[config.mk]
export PLATFORM = sky130hd
export DESIGN_NAME = utopia_dev_end_flat
export DESIGN_NICKNAME = d
export VERILOG_FILES = /design/src/hw/utopia_pkg.sv /design/src/hw/utopia_if.sv /design/src/hw/utopia_dev_end.sv /design/src/flat_wrapper.sv
export SDC_FILE = /design/constraint.sdc
export NUM_CORES = 1
export LEC_CHECK = 0
export BUFFER_PORTS_ARGS = -buffer_cell sky130_fd_sc_hd__buf_4
export CAP_MARGIN = 20
export CORE_ASPECT_RATIO = 0.75
export CORE_UTILIZATION = 35
export DETAILED_ROUTE_END_ITERATION = 8
export HOLD_SLACK_MARGIN = 0.12
export MAX_ROUTING_LAYER = met4
export SLEW_MARGIN = 30
export SYNTH_ARGS = -nofsm -noshare
export SYNTH_HDL_FRONTEND = slang
export SYNTH_SLANG_ARGS = --single-unit
[constraint.sdc]
create_clock -name i_clk_sys -period 4.1 [get_ports i_clk_sys]
set_clock_uncertainty 0.2 [all_clocks]
set_input_delay 0.82 -clock i_clk_sys [delete_from_list [all_inputs] [get_ports i_clk_sys]]
set_output_delay 0.82 -clock i_clk_sys [all_outputs]
set_load 0.1 [all_outputs]
[src/hw/utopia_pkg.sv]
package utopia_pkg;
    // ----------
    // widths and timing
    // ----------
    localparam int ADDR_W = 3;
    localparam int BYTE_W = 8;
    localparam int SYS_CLK_NS = 25;
    localparam int LINK_CLK_NS = 200;
    localparam int LINK_DIV = LINK_CLK_NS / SYS_CLK_NS;
    localparam int LINK_HALF = LINK_DIV / 2;
    localparam int RESET_MATCH_EDGES = 8;
    localparam logic [2:0] RESET_CNT_LAST = 3'(RESET_MATCH_EDGES - 1);
    localparam logic [3:0] HOST_RESET_HOLD = 4'(RESET_MATCH_EDGES + 2);
    localparam int DIR_TX = 0;
    localparam int DIR_RX = 1;
    // ----------
    // controller register map
    // ----------
    localparam logic [7:0] REG_CTRL = 8'h00;
    localparam logic [7:0] REG_TX_DATA = 8'h04;
    localparam logic [7:0] REG_RX_CMD = 8'h08;
    localparam logic [7:0] REG_RESET_CMD = 8'h0C;
    localparam logic [7:0] REG_STATUS = 8'h10;
    localparam logic [7:0] REG_IRQ_STATUS = 8'h14;
    localparam logic [7:0] REG_IRQ_MASK = 8'h18;
    localparam int CTRL_TX_ADDR_LSB = 0;
    localparam int CTRL_RX_ADDR_LSB = 4;
    localparam int CTRL_CASCADE_BIT = 8;
    localparam logic [8:0] CTRL_RESET = 9'h000;
    localparam int STAT_TX_FLAGS_LSB = 0;
    localparam int STAT_RX_FLAGS_LSB = 4;
    localparam int STAT_RX_BYTE_LSB = 8;
    localparam int STAT_BUSY_BIT = 16;
    localparam int IRQ_W = 3;
    localparam int IRQ_TX_DONE = 0;
    localparam int IRQ_RX_DONE = 1;
    localparam int IRQ_RESET_DONE = 2;
endpackage

[src/hw/utopia_if.sv]
`timescale 1ns/1ps
interface utopia_if;
    logic tx_host_clock;
    logic rx_host_clock;
    logic [2:0] tx_port_address;
    logic [2:0] rx_port_address;
    logic tx_write_enable_n;
    logic rx_read_enable_n;
    logic tx_fifo_reset_n;
    logic rx_fifo_reset_n;
    logic [7:0] tx_byte_in;
    logic cascade_timing_select;
    logic tx_cell_available;
    logic tx_fifo_full_n;
    logic tx_fifo_empty_n;
    logic tx_flags_oe;
    logic rx_cell_available;
    logic rx_fifo_full_n;
    logic rx_fifo_empty_n;
    logic rx_flags_oe;
    logic [7:0] rx_byte_out;
    logic rx_byte_oe;

    modport dev (
        input tx_host_clock, rx_host_clock, tx_port_address, rx_port_address,
        input tx_write_enable_n, rx_read_enable_n, tx_fifo_reset_n, rx_fifo_reset_n,
        input tx_byte_in, cascade_timing_select,
        output tx_cell_available, tx_fifo_full_n, tx_fifo_empty_n, tx_flags_oe,
        output rx_cell_available, rx_fifo_full_n, rx_fifo_empty_n, rx_flags_oe,
        output rx_byte_out, rx_byte_oe
    );

    modport host (
        output tx_host_clock, rx_host_clock, tx_port_address, rx_port_address,
        output tx_write_enable_n, rx_read_enable_n, tx_fifo_reset_n, rx_fifo_reset_n,
        output tx_byte_in, cascade_timing_select,
        input tx_cell_available, tx_fifo_full_n, tx_fifo_empty_n, tx_flags_oe,
        input rx_cell_available, rx_fifo_full_n, rx_fifo_empty_n, rx_flags_oe,
        input rx_byte_out, rx_byte_oe
    );
endinterface

[src/hw/utopia_dev_end.sv]
// Chosen here: the address-and-strobe port and the register offsets.
`timescale 1ns/1ps
module utopia_dev_end (
    input wire logic i_clk_sys,
    input wire logic i_rst_b,
    utopia_if.dev link,
    input wire logic [2:0] i_device_address_strap,
    input wire logic i_tx_cell_avail,
    input wire logic i_tx_fifo_full,
    input wire logic i_tx_fifo_empty,
    output logic o_tx_fifo_write,
    output logic [7:0] o_tx_fifo_byte,
    output logic o_tx_reset_hit,
    input wire logic i_rx_cell_avail,
    input wire logic i_rx_fifo_full,
    input wire logic i_rx_fifo_empty,
    input wire logic [7:0] i_rx_fifo_byte,
    output logic o_rx_fifo_read,
    output logic o_rx_reset_hit
);
    // ----------
    // helpers
    // ----------
    function automatic logic addr_matches(input logic [2:0] port_addr, input logic [2:0] strap);
        return port_addr == strap;
    endfunction

    function automatic logic pin_level(input logic asserted, input logic cascade);
        return cascade ? asserted : ~asserted;
    endfunction

    // ----------
    // pin synchronisers
    // ----------
    // bundle: {clock, address[2:0], reset_n, enable_n}
    logic [5:0] pin_bundle [2];
    logic [5:0] bundle_s1 [2];
    logic [5:0] bundle_s2 [2];
    logic [7:0] tx_byte_s1;
    logic [7:0] tx_byte_s2;
    logic [3:0] cfg_s1;
    logic [3:0] cfg_s2;
    logic cascade;
    logic [2:0] strap;

    localparam int DIR_TX_IDX = utopia_pkg::DIR_TX;
    localparam int DIR_RX_IDX = utopia_pkg::DIR_RX;
    assign pin_bundle[DIR_TX_IDX] = {link.tx_host_clock, link.tx_port_address,
                                     link.tx_fifo_reset_n, link.tx_write_enable_n};
    assign pin_bundle[DIR_RX_IDX] = {link.rx_host_clock, link.rx_port_address,
                                     link.rx_fifo_reset_n, link.rx_read_enable_n};

    always_ff @(posedge i_clk_sys or negedge i_rst_b)
    begin
        if (!i_rst_b)
        begin
            tx_byte_s1 <= 8'h00;
            tx_byte_s2 <= 8'h00;
            cfg_s1 <= 4'h0;
            cfg_s2 <= 4'h0;
        end
        else
        begin
            tx_byte_s1 <= link.tx_byte_in;
            tx_byte_s2 <= tx_byte_s1;
            cfg_s1 <= {link.cascade_timing_select, i_device_address_strap};
            cfg_s2 <= cfg_s1;
        end
    end

    assign cascade = cfg_s2[3];
    assign strap = cfg_s2[2:0];

    // ----------
    // per-direction match, reset and selection state
    // ----------
    logic [1:0] port_edge;
    logic [1:0] next_sel;
    logic [1:0] match;
    logic [1:0] reset_hit;
    logic [1:0] selected;
    logic [1:0] flags_oe;

    genvar d;
    generate
        for (d = 0; d < 2; d++)
        begin : g_dir
            logic clk_q;
            logic hit;
            logic rst_hi;
            logic en_act;
            logic prev_en_act;
            logic [2:0] rst_cnt;

            always_ff @(posedge i_clk_sys or negedge i_rst_b)
            begin
                if (!i_rst_b)
                begin
                    bundle_s1[d] <= 6'h3F;
                    bundle_s2[d] <= 6'h3F;
                    clk_q <= 1'b1;
                end
                else
                begin
                    bundle_s1[d] <= pin_bundle[d];
                    bundle_s2[d] <= bundle_s1[d];
                    clk_q <= bundle_s2[d][5];
                end
            end

            assign port_edge[d] = bundle_s2[d][5] & ~clk_q;
            assign hit = addr_matches(bundle_s2[d][4:2], strap);
            assign rst_hi = bundle_s2[d][1];
            assign en_act = pin_level(bundle_s2[d][0], cascade);
            // match may precede the enable
            assign next_sel[d] = selected[d] ? en_act
                               : ((match[d] | (hit & rst_hi)) & en_act & ~prev_en_act);

            always_ff @(posedge i_clk_sys or negedge i_rst_b)
            begin
                if (!i_rst_b)
                begin
                    match[d] <= 1'b0;
                    selected[d] <= 1'b0;
                    prev_en_act <= 1'b0;
                end
                else if (port_edge[d])
                begin
                    match[d] <= hit & rst_hi;
                    selected[d] <= next_sel[d];
                    prev_en_act <= en_act;
                end
            end

            // count only while idle and unselected
            always_ff @(posedge i_clk_sys or negedge i_rst_b)
            begin
                if (!i_rst_b)
                begin
                    rst_cnt <= 3'h0;
                    reset_hit[d] <= 1'b0;
                end
                else if (port_edge[d])
                begin
                    if (hit & ~rst_hi)
                    begin
                        if (~en_act & ~selected[d])
                        begin
                            if (rst_cnt == utopia_pkg::RESET_CNT_LAST)
                            begin
                                reset_hit[d] <= 1'b1;
                            end
                            else
                            begin
                                rst_cnt <= rst_cnt + 3'h1;
                            end
                        end
                        else if (!reset_hit[d])
                        begin
                            rst_cnt <= 3'h0;
                        end
                    end
                    else
                    begin
                        rst_cnt <= 3'h0;
                        reset_hit[d] <= 1'b0;
                    end
                end
            end

            assign flags_oe[d] = match[d] | reset_hit[d];
        end
    endgenerate

    // ----------
    // transmit side
    // ----------
    always_ff @(posedge i_clk_sys or negedge i_rst_b)
    begin
        if (!i_rst_b)
        begin
            o_tx_fifo_write <= 1'b0;
            o_tx_fifo_byte <= 8'h00;
        end
        else
        begin
            o_tx_fifo_write <= port_edge[DIR_TX_IDX] & next_sel[DIR_TX_IDX];
            if (port_edge[DIR_TX_IDX] & next_sel[DIR_TX_IDX])
            begin
                o_tx_fifo_byte <= tx_byte_s2;
            end
        end
    end

    // reset-hit shows full
    always_ff @(posedge i_clk_sys or negedge i_rst_b)
    begin
        if (!i_rst_b)
        begin
            link.tx_cell_available <= 1'b0;
            link.tx_fifo_full_n <= 1'b1;
            link.tx_fifo_empty_n <= 1'b1;
        end
        else
        begin
            link.tx_cell_available <= i_tx_cell_avail & ~reset_hit[DIR_TX_IDX];
            link.tx_fifo_full_n <= pin_level(i_tx_fifo_full | reset_hit[DIR_TX_IDX], cascade);
            link.tx_fifo_empty_n <= pin_level(i_tx_fifo_empty & ~reset_hit[DIR_TX_IDX], cascade);
        end
    end

    assign link.tx_flags_oe = flags_oe[DIR_TX_IDX];
    assign o_tx_reset_hit = reset_hit[DIR_TX_IDX];

    // ----------
    // receive side
    // ----------
    always_ff @(posedge i_clk_sys or negedge i_rst_b)
    begin
        if (!i_rst_b)
        begin
            o_rx_fifo_read <= 1'b0;
            link.rx_byte_out <= 8'h00;
        end
        else
        begin
            o_rx_fifo_read <= port_edge[DIR_RX_IDX] & next_sel[DIR_RX_IDX];
            if (port_edge[DIR_RX_IDX] & next_sel[DIR_RX_IDX])
            begin
                link.rx_byte_out <= i_rx_fifo_byte;
            end
        end
    end

    // reset-hit shows empty
    always_ff @(posedge i_clk_sys or negedge i_rst_b)
    begin
        if (!i_rst_b)
        begin
            link.rx_cell_available <= 1'b0;
            link.rx_fifo_full_n <= 1'b1;
            link.rx_fifo_empty_n <= 1'b1;
        end
        else
        begin
            link.rx_cell_available <= i_rx_cell_avail & ~reset_hit[DIR_RX_IDX];
            link.rx_fifo_full_n <= pin_level(i_rx_fifo_full & ~reset_hit[DIR_RX_IDX], cascade);
            link.rx_fifo_empty_n <= pin_level(i_rx_fifo_empty | reset_hit[DIR_RX_IDX], cascade);
        end
    end

    assign link.rx_flags_oe = flags_oe[DIR_RX_IDX];
    assign link.rx_byte_oe = selected[DIR_RX_IDX];
    assign o_rx_reset_hit = reset_hit[DIR_RX_IDX];
endmodule

[src/flat_wrapper.sv]
// flat-port wrapper written by rule: the top's interface ports become plain ports
module utopia_dev_end_flat 
  (i_clk_sys, i_rst_b, i_device_address_strap, i_tx_cell_avail, i_tx_fifo_full, i_tx_fifo_empty, o_tx_fifo_write, o_tx_fifo_byte, o_tx_reset_hit, i_rx_cell_avail, i_rx_fifo_full, i_rx_fifo_empty, i_rx_fifo_byte, o_rx_fifo_read, o_rx_reset_hit, link_tx_host_clock, link_rx_host_clock, link_tx_port_address, link_rx_port_address, link_tx_write_enable_n, link_rx_read_enable_n, link_tx_fifo_reset_n, link_rx_fifo_reset_n, link_tx_byte_in, link_cascade_timing_select, link_tx_cell_available, link_tx_fifo_full_n, link_tx_fifo_empty_n, link_tx_flags_oe, link_rx_cell_available, link_rx_fifo_full_n, link_rx_fifo_empty_n, link_rx_flags_oe, link_rx_byte_out, link_rx_byte_oe);
  utopia_if link_i ();
  input wire logic i_clk_sys;
  input wire logic i_rst_b;
  input wire logic [2:0] i_device_address_strap;
  input wire logic i_tx_cell_avail;
  input wire logic i_tx_fifo_full;
  input wire logic i_tx_fifo_empty;
  output logic o_tx_fifo_write;
  output logic [7:0] o_tx_fifo_byte;
  output logic o_tx_reset_hit;
  input wire logic i_rx_cell_avail;
  input wire logic i_rx_fifo_full;
  input wire logic i_rx_fifo_empty;
  input wire logic [7:0] i_rx_fifo_byte;
  output logic o_rx_fifo_read;
  output logic o_rx_reset_hit;
  input wire logic [$bits(link_i.tx_host_clock)-1:0] link_tx_host_clock;
  input wire logic [$bits(link_i.rx_host_clock)-1:0] link_rx_host_clock;
  input wire logic [$bits(link_i.tx_port_address)-1:0] link_tx_port_address;
  input wire logic [$bits(link_i.rx_port_address)-1:0] link_rx_port_address;
  input wire logic [$bits(link_i.tx_write_enable_n)-1:0] link_tx_write_enable_n;
  input wire logic [$bits(link_i.rx_read_enable_n)-1:0] link_rx_read_enable_n;
  input wire logic [$bits(link_i.tx_fifo_reset_n)-1:0] link_tx_fifo_reset_n;
  input wire logic [$bits(link_i.rx_fifo_reset_n)-1:0] link_rx_fifo_reset_n;
  input wire logic [$bits(link_i.tx_byte_in)-1:0] link_tx_byte_in;
  input wire logic [$bits(link_i.cascade_timing_select)-1:0] link_cascade_timing_select;
  output wire logic [$bits(link_i.tx_cell_available)-1:0] link_tx_cell_available;
  output wire logic [$bits(link_i.tx_fifo_full_n)-1:0] link_tx_fifo_full_n;
  output wire logic [$bits(link_i.tx_fifo_empty_n)-1:0] link_tx_fifo_empty_n;
  output wire logic [$bits(link_i.tx_flags_oe)-1:0] link_tx_flags_oe;
  output wire logic [$bits(link_i.rx_cell_available)-1:0] link_rx_cell_available;
  output wire logic [$bits(link_i.rx_fifo_full_n)-1:0] link_rx_fifo_full_n;
  output wire logic [$bits(link_i.rx_fifo_empty_n)-1:0] link_rx_fifo_empty_n;
  output wire logic [$bits(link_i.rx_flags_oe)-1:0] link_rx_flags_oe;
  output wire logic [$bits(link_i.rx_byte_out)-1:0] link_rx_byte_out;
  output wire logic [$bits(link_i.rx_byte_oe)-1:0] link_rx_byte_oe;
  assign link_i.tx_host_clock = link_tx_host_clock;
  assign link_i.rx_host_clock = link_rx_host_clock;
  assign link_i.tx_port_address = link_tx_port_address;
  assign link_i.rx_port_address = link_rx_port_address;
  assign link_i.tx_write_enable_n = link_tx_write_enable_n;
  assign link_i.rx_read_enable_n = link_rx_read_enable_n;
  assign link_i.tx_fifo_reset_n = link_tx_fifo_reset_n;
  assign link_i.rx_fifo_reset_n = link_rx_fifo_reset_n;
  assign link_i.tx_byte_in = link_tx_byte_in;
  assign link_i.cascade_timing_select = link_cascade_timing_select;
  assign link_tx_cell_available = link_i.tx_cell_available;
  assign link_tx_fifo_full_n = link_i.tx_fifo_full_n;
  assign link_tx_fifo_empty_n = link_i.tx_fifo_empty_n;
  assign link_tx_flags_oe = link_i.tx_flags_oe;
  assign link_rx_cell_available = link_i.rx_cell_available;
  assign link_rx_fifo_full_n = link_i.rx_fifo_full_n;
  assign link_rx_fifo_empty_n = link_i.rx_fifo_empty_n;
  assign link_rx_flags_oe = link_i.rx_flags_oe;
  assign link_rx_byte_out = link_i.rx_byte_out;
  assign link_rx_byte_oe = link_i.rx_byte_oe;
  utopia_dev_end u_core (.i_clk_sys(i_clk_sys), .i_rst_b(i_rst_b), .link(link_i), .i_device_address_strap(i_device_address_strap), .i_tx_cell_avail(i_tx_cell_avail), .i_tx_fifo_full(i_tx_fifo_full), .i_tx_fifo_empty(i_tx_fifo_empty), .o_tx_fifo_write(o_tx_fifo_write), .o_tx_fifo_byte(o_tx_fifo_byte), .o_tx_reset_hit(o_tx_reset_hit), .i_rx_cell_avail(i_rx_cell_avail), .i_rx_fifo_full(i_rx_fifo_full), .i_rx_fifo_empty(i_rx_fifo_empty), .i_rx_fifo_byte(i_rx_fifo_byte), .o_rx_fifo_read(o_rx_fifo_read), .o_rx_reset_hit(o_rx_reset_hit));
endmodule
==> qor.yml <==
yosys:
  synth_area_sq_um: 3190
  syn-instance-count: 233
  synthesis.nets: 277
  synth_top_area_share_pct: 45.5
  synth-seq-area-share_pct: 70.3
  yosys_register_bits: 88
  synth_top_area_cell: "dfrtp_1"
  synth.distinct_cells: 33
  syn_area_per_cell_sq_um: 13.7
  yosysWarnings: 0
  synth.top_cells.by_area: "dfrtp_1 46%, dfstp_2 25%, nand2_1 3.9%, a221o_1 3.5%, nor2_1 3.1%"
final_layout:
  diodes: 0
  finish.net_count: 356
  area_delta_synth_final_pct: 30.9
  final_cell_mix: "70 x buf_4, 58 x dfrtp_1, 33 x nand2_1, 30 x dfstp_2, 26 x nor2_1"
  drive_above_1_share_pct: 41.3
  final_common_cell: "buf_4"
setup_path:
  timing.rr.end: "u_core.o_tx_fifo_byte[7]$_DFFE_PN0P_"
  crit_arrival_ps: 1350
  worstPathRequired_ps: 3080
  endpoint_kind: "output pin"
  path_buf_inv: 1
  critPathMaxStageDelay_ps: 460
  reg2reg_slack_ps: 1870
  slowest_stage: "dfrtp_1"
  crit_chain: "or2_2 -> buf_4"
  reg2reg_depth: 4
  r2r_start: "u_core.bundle_s2[9]$_DFF_PN1_"
  crit_type: "reg -> out"
  cpLargestDelayFamily: "flip-flops"
  critPathLaunchType: "flop"
  crit_fanout: 7
floorplan:
  ios: 69
  start_util_pct: 36.9
  die_w_um: 112
  dieArea_sq_um: 9500
  coreArea_sq_um: 8640
  die_h_um: 84.7
  rows: 29
detailed_routing:
  drt_wl_total_um: 5840
  routed.top_layer: "met4"
  met3_length_um: 327
  dr_wl_met2_um: 2620
  drtAntennaViolNets: 0
  routedLengthMet1_um: 2830
  vias: 2017
  dr.pass1.iters: 7
  drc: 5
  vias_per_cell: 4.75
  drt_iter0_drc: 90
  wl_per_cell_um: 13.7
sta:
  max_slew.worst_pin.slew_ps: 961
  slew_viol_final: 0
  setup_viol: 0
  period_minus_slack_ps: 2370
  relSlewSlack_pct: 35.8
  fin_crit_sh_pct: 57.8
  hold_viol_final: 0
  rsz0062_at_grt: "no"
  clock.fmax_mhz: 422
  setup_tns_ps: 0
  setup_ws_ps: 1730
run_status:
  outcome: "finished with violations"
  violations: "DRC"
global_route:
  grt_pass1_vias: 1948
  grt-ovfl-total: 0
  grt_max_degree: 59
  track_usage_pct: 13.8
  grt_pass1_wl_um: 9600
  antenna_found_initial: 0
placement:
  gp_congestion: 0.767
  pre_cts_ws_ps: 1910
  portBuffers: 68
  post-dp-hpwl_um: 3970
hold_path:
  holdPathEnd: "u_core.tx_byte_s2[2]$_DFF_PN0_"
  worstHoldStart: "u_core.tx_byte_s1[2]$_DFF_PN0_"
  whs_path_depth: 0
  hp-class: "reg -> reg"
cts:
  path_clk_slew_ps: 60
  ctsResizeCount: 0
  htreeDepth: 3
  cts_hold_buf: 0
  post-cts-setup-buffers: 0
  clk_latency_ps: 330
  cts_tree: "done"
  root_buffer: "clkbuf_16"
  clk_path_buf_depth: 2
  cts_sinks: 88
  cts_inserted_buffers: 9
power:
  power_leakage_nw: 1.87
  peakVddDrop_mv: 0.225
  power_density_nw_per_um2: 508
flow_run:
  maxCapViolCount: 0
report_power, final:
group	switching (mW)	total [mW]	internal (mW)
combinational	0.199	0.284	0.0851
sequential	0.0294	0.958	0.929
clock	0.338	0.877	0.540
routing by layer:
metal	GRT usage, %	vias up
met5	-	-
met4	4.73	0
met3	5.20	6
met2	18.7	49
met1	18.8	990
li1	-	972
synth_stat cells, drive strengths merged:
| cell type | number |
|---|---|
| xor2 | 8 |
| a221o | 16 |
| inv | 3 |
| xnor2 | 4 |
| a32oi | 4 |
| nor2b | 6 |
| dfstp | 30 |
| o21ai | 8 |
| a21oi | 4 |
| dfrtp | 58 |
| ha | 4 |
| nor3 | 1 |
| a31oi | 3 |
| nor2 | 26 |
| nor4b | 2 |
| nand2b | 6 |
| nor4 | 4 |
| nand2 | 33 |
| nor3b | 1 |
| buf | 2 |
| o41a | 2 |
| o21a | 1 |
| or2 | 2 |
| a21o | 2 |
| mux2i | 1 |
| o211ai | 2 |
registers in the layout, indices dropped and copies added, names as in the netlist, 4 cells and up:
signal and cells:
u_core.cfg_s2 4, u_core.cfg_s1 4, u_core.bundle_s1 12, u_core.tx_byte_s2 8, u_core.bundle_s2 12, u_core.g_dir.rst_cnt 6
u_core.o_tx_fifo_byte 8, u_core.tx_byte_s1 8, u_core.link.rx_byte_out 8
final cells by class:
class                           instances  area (sq um)
Inverter                                3          11.3
Tap cell                              108           135
Timing Repair Buffer                   70           526
Clock buffer                            9           225
Clock inverter                          7           101
Sequential cell                        88          2240
Multi-Input combinational cell        140           935
Fill cell                             746          4460
cell families after synthesis:
| family | synth area share [%] |
|---|---|
| buffers and inverters | 0.628 |
| AND/OR/NAND/NOR | 12.3 |
| multiplexers | 0.314 |
| XOR/XNOR | 3.53 |
| AO/OA/AOI/OAI | 11.4 |
| flip-flops | 70.3 |
| adder cells (fa/ha/maj) | 1.57 |
per-stage QoR:
step / util [%] / total power [mW] / hold WS [ps] / std cells / area [sq um]
floorplan: - / 1.16 / 131 / 233 / 3190
global placement: 44.5 / 1.25 / 133 / 409 / 3840
detailed placement: 44.5 / 1.26 / 135 / 409 / 3840
CTS: 48.2 / 2.15 / 149 / 425 / 4170
global route: 48.3 / 2.22 / 153 / 425 / 4170
finish: 48.3 / 2.12 / 148 / 425 / 4170
worst max path at each step:
stage,startpoint,to,slack (ps),cells past startpoint
finish,u_core.o_rx_reset_hit$_DFFE_PN0P_,link_rx_flags_oe,1730,2
floorplan,u_core.o_rx_reset_hit$_DFFE_PN0P_,link_rx_flags_oe,1530,1
CTS,u_core.o_rx_reset_hit$_DFFE_PN0P_,link_rx_flags_oe,1700,2
global placement,u_core.bundle_s2[9]$_DFF_PN1_,u_core.o_tx_fifo_byte[7]$_DFFE_PN0P_,1980,4
global route,u_core.o_rx_reset_hit$_DFFE_PN0P_,link_rx_flags_oe,1670,2
detailed placement,u_core.bundle_s2[9]$_DFF_PN1_,u_core.o_tx_fifo_byte[3]$_DFFE_PN0P_,1910,4
Power figures use the tool's default switching activity.
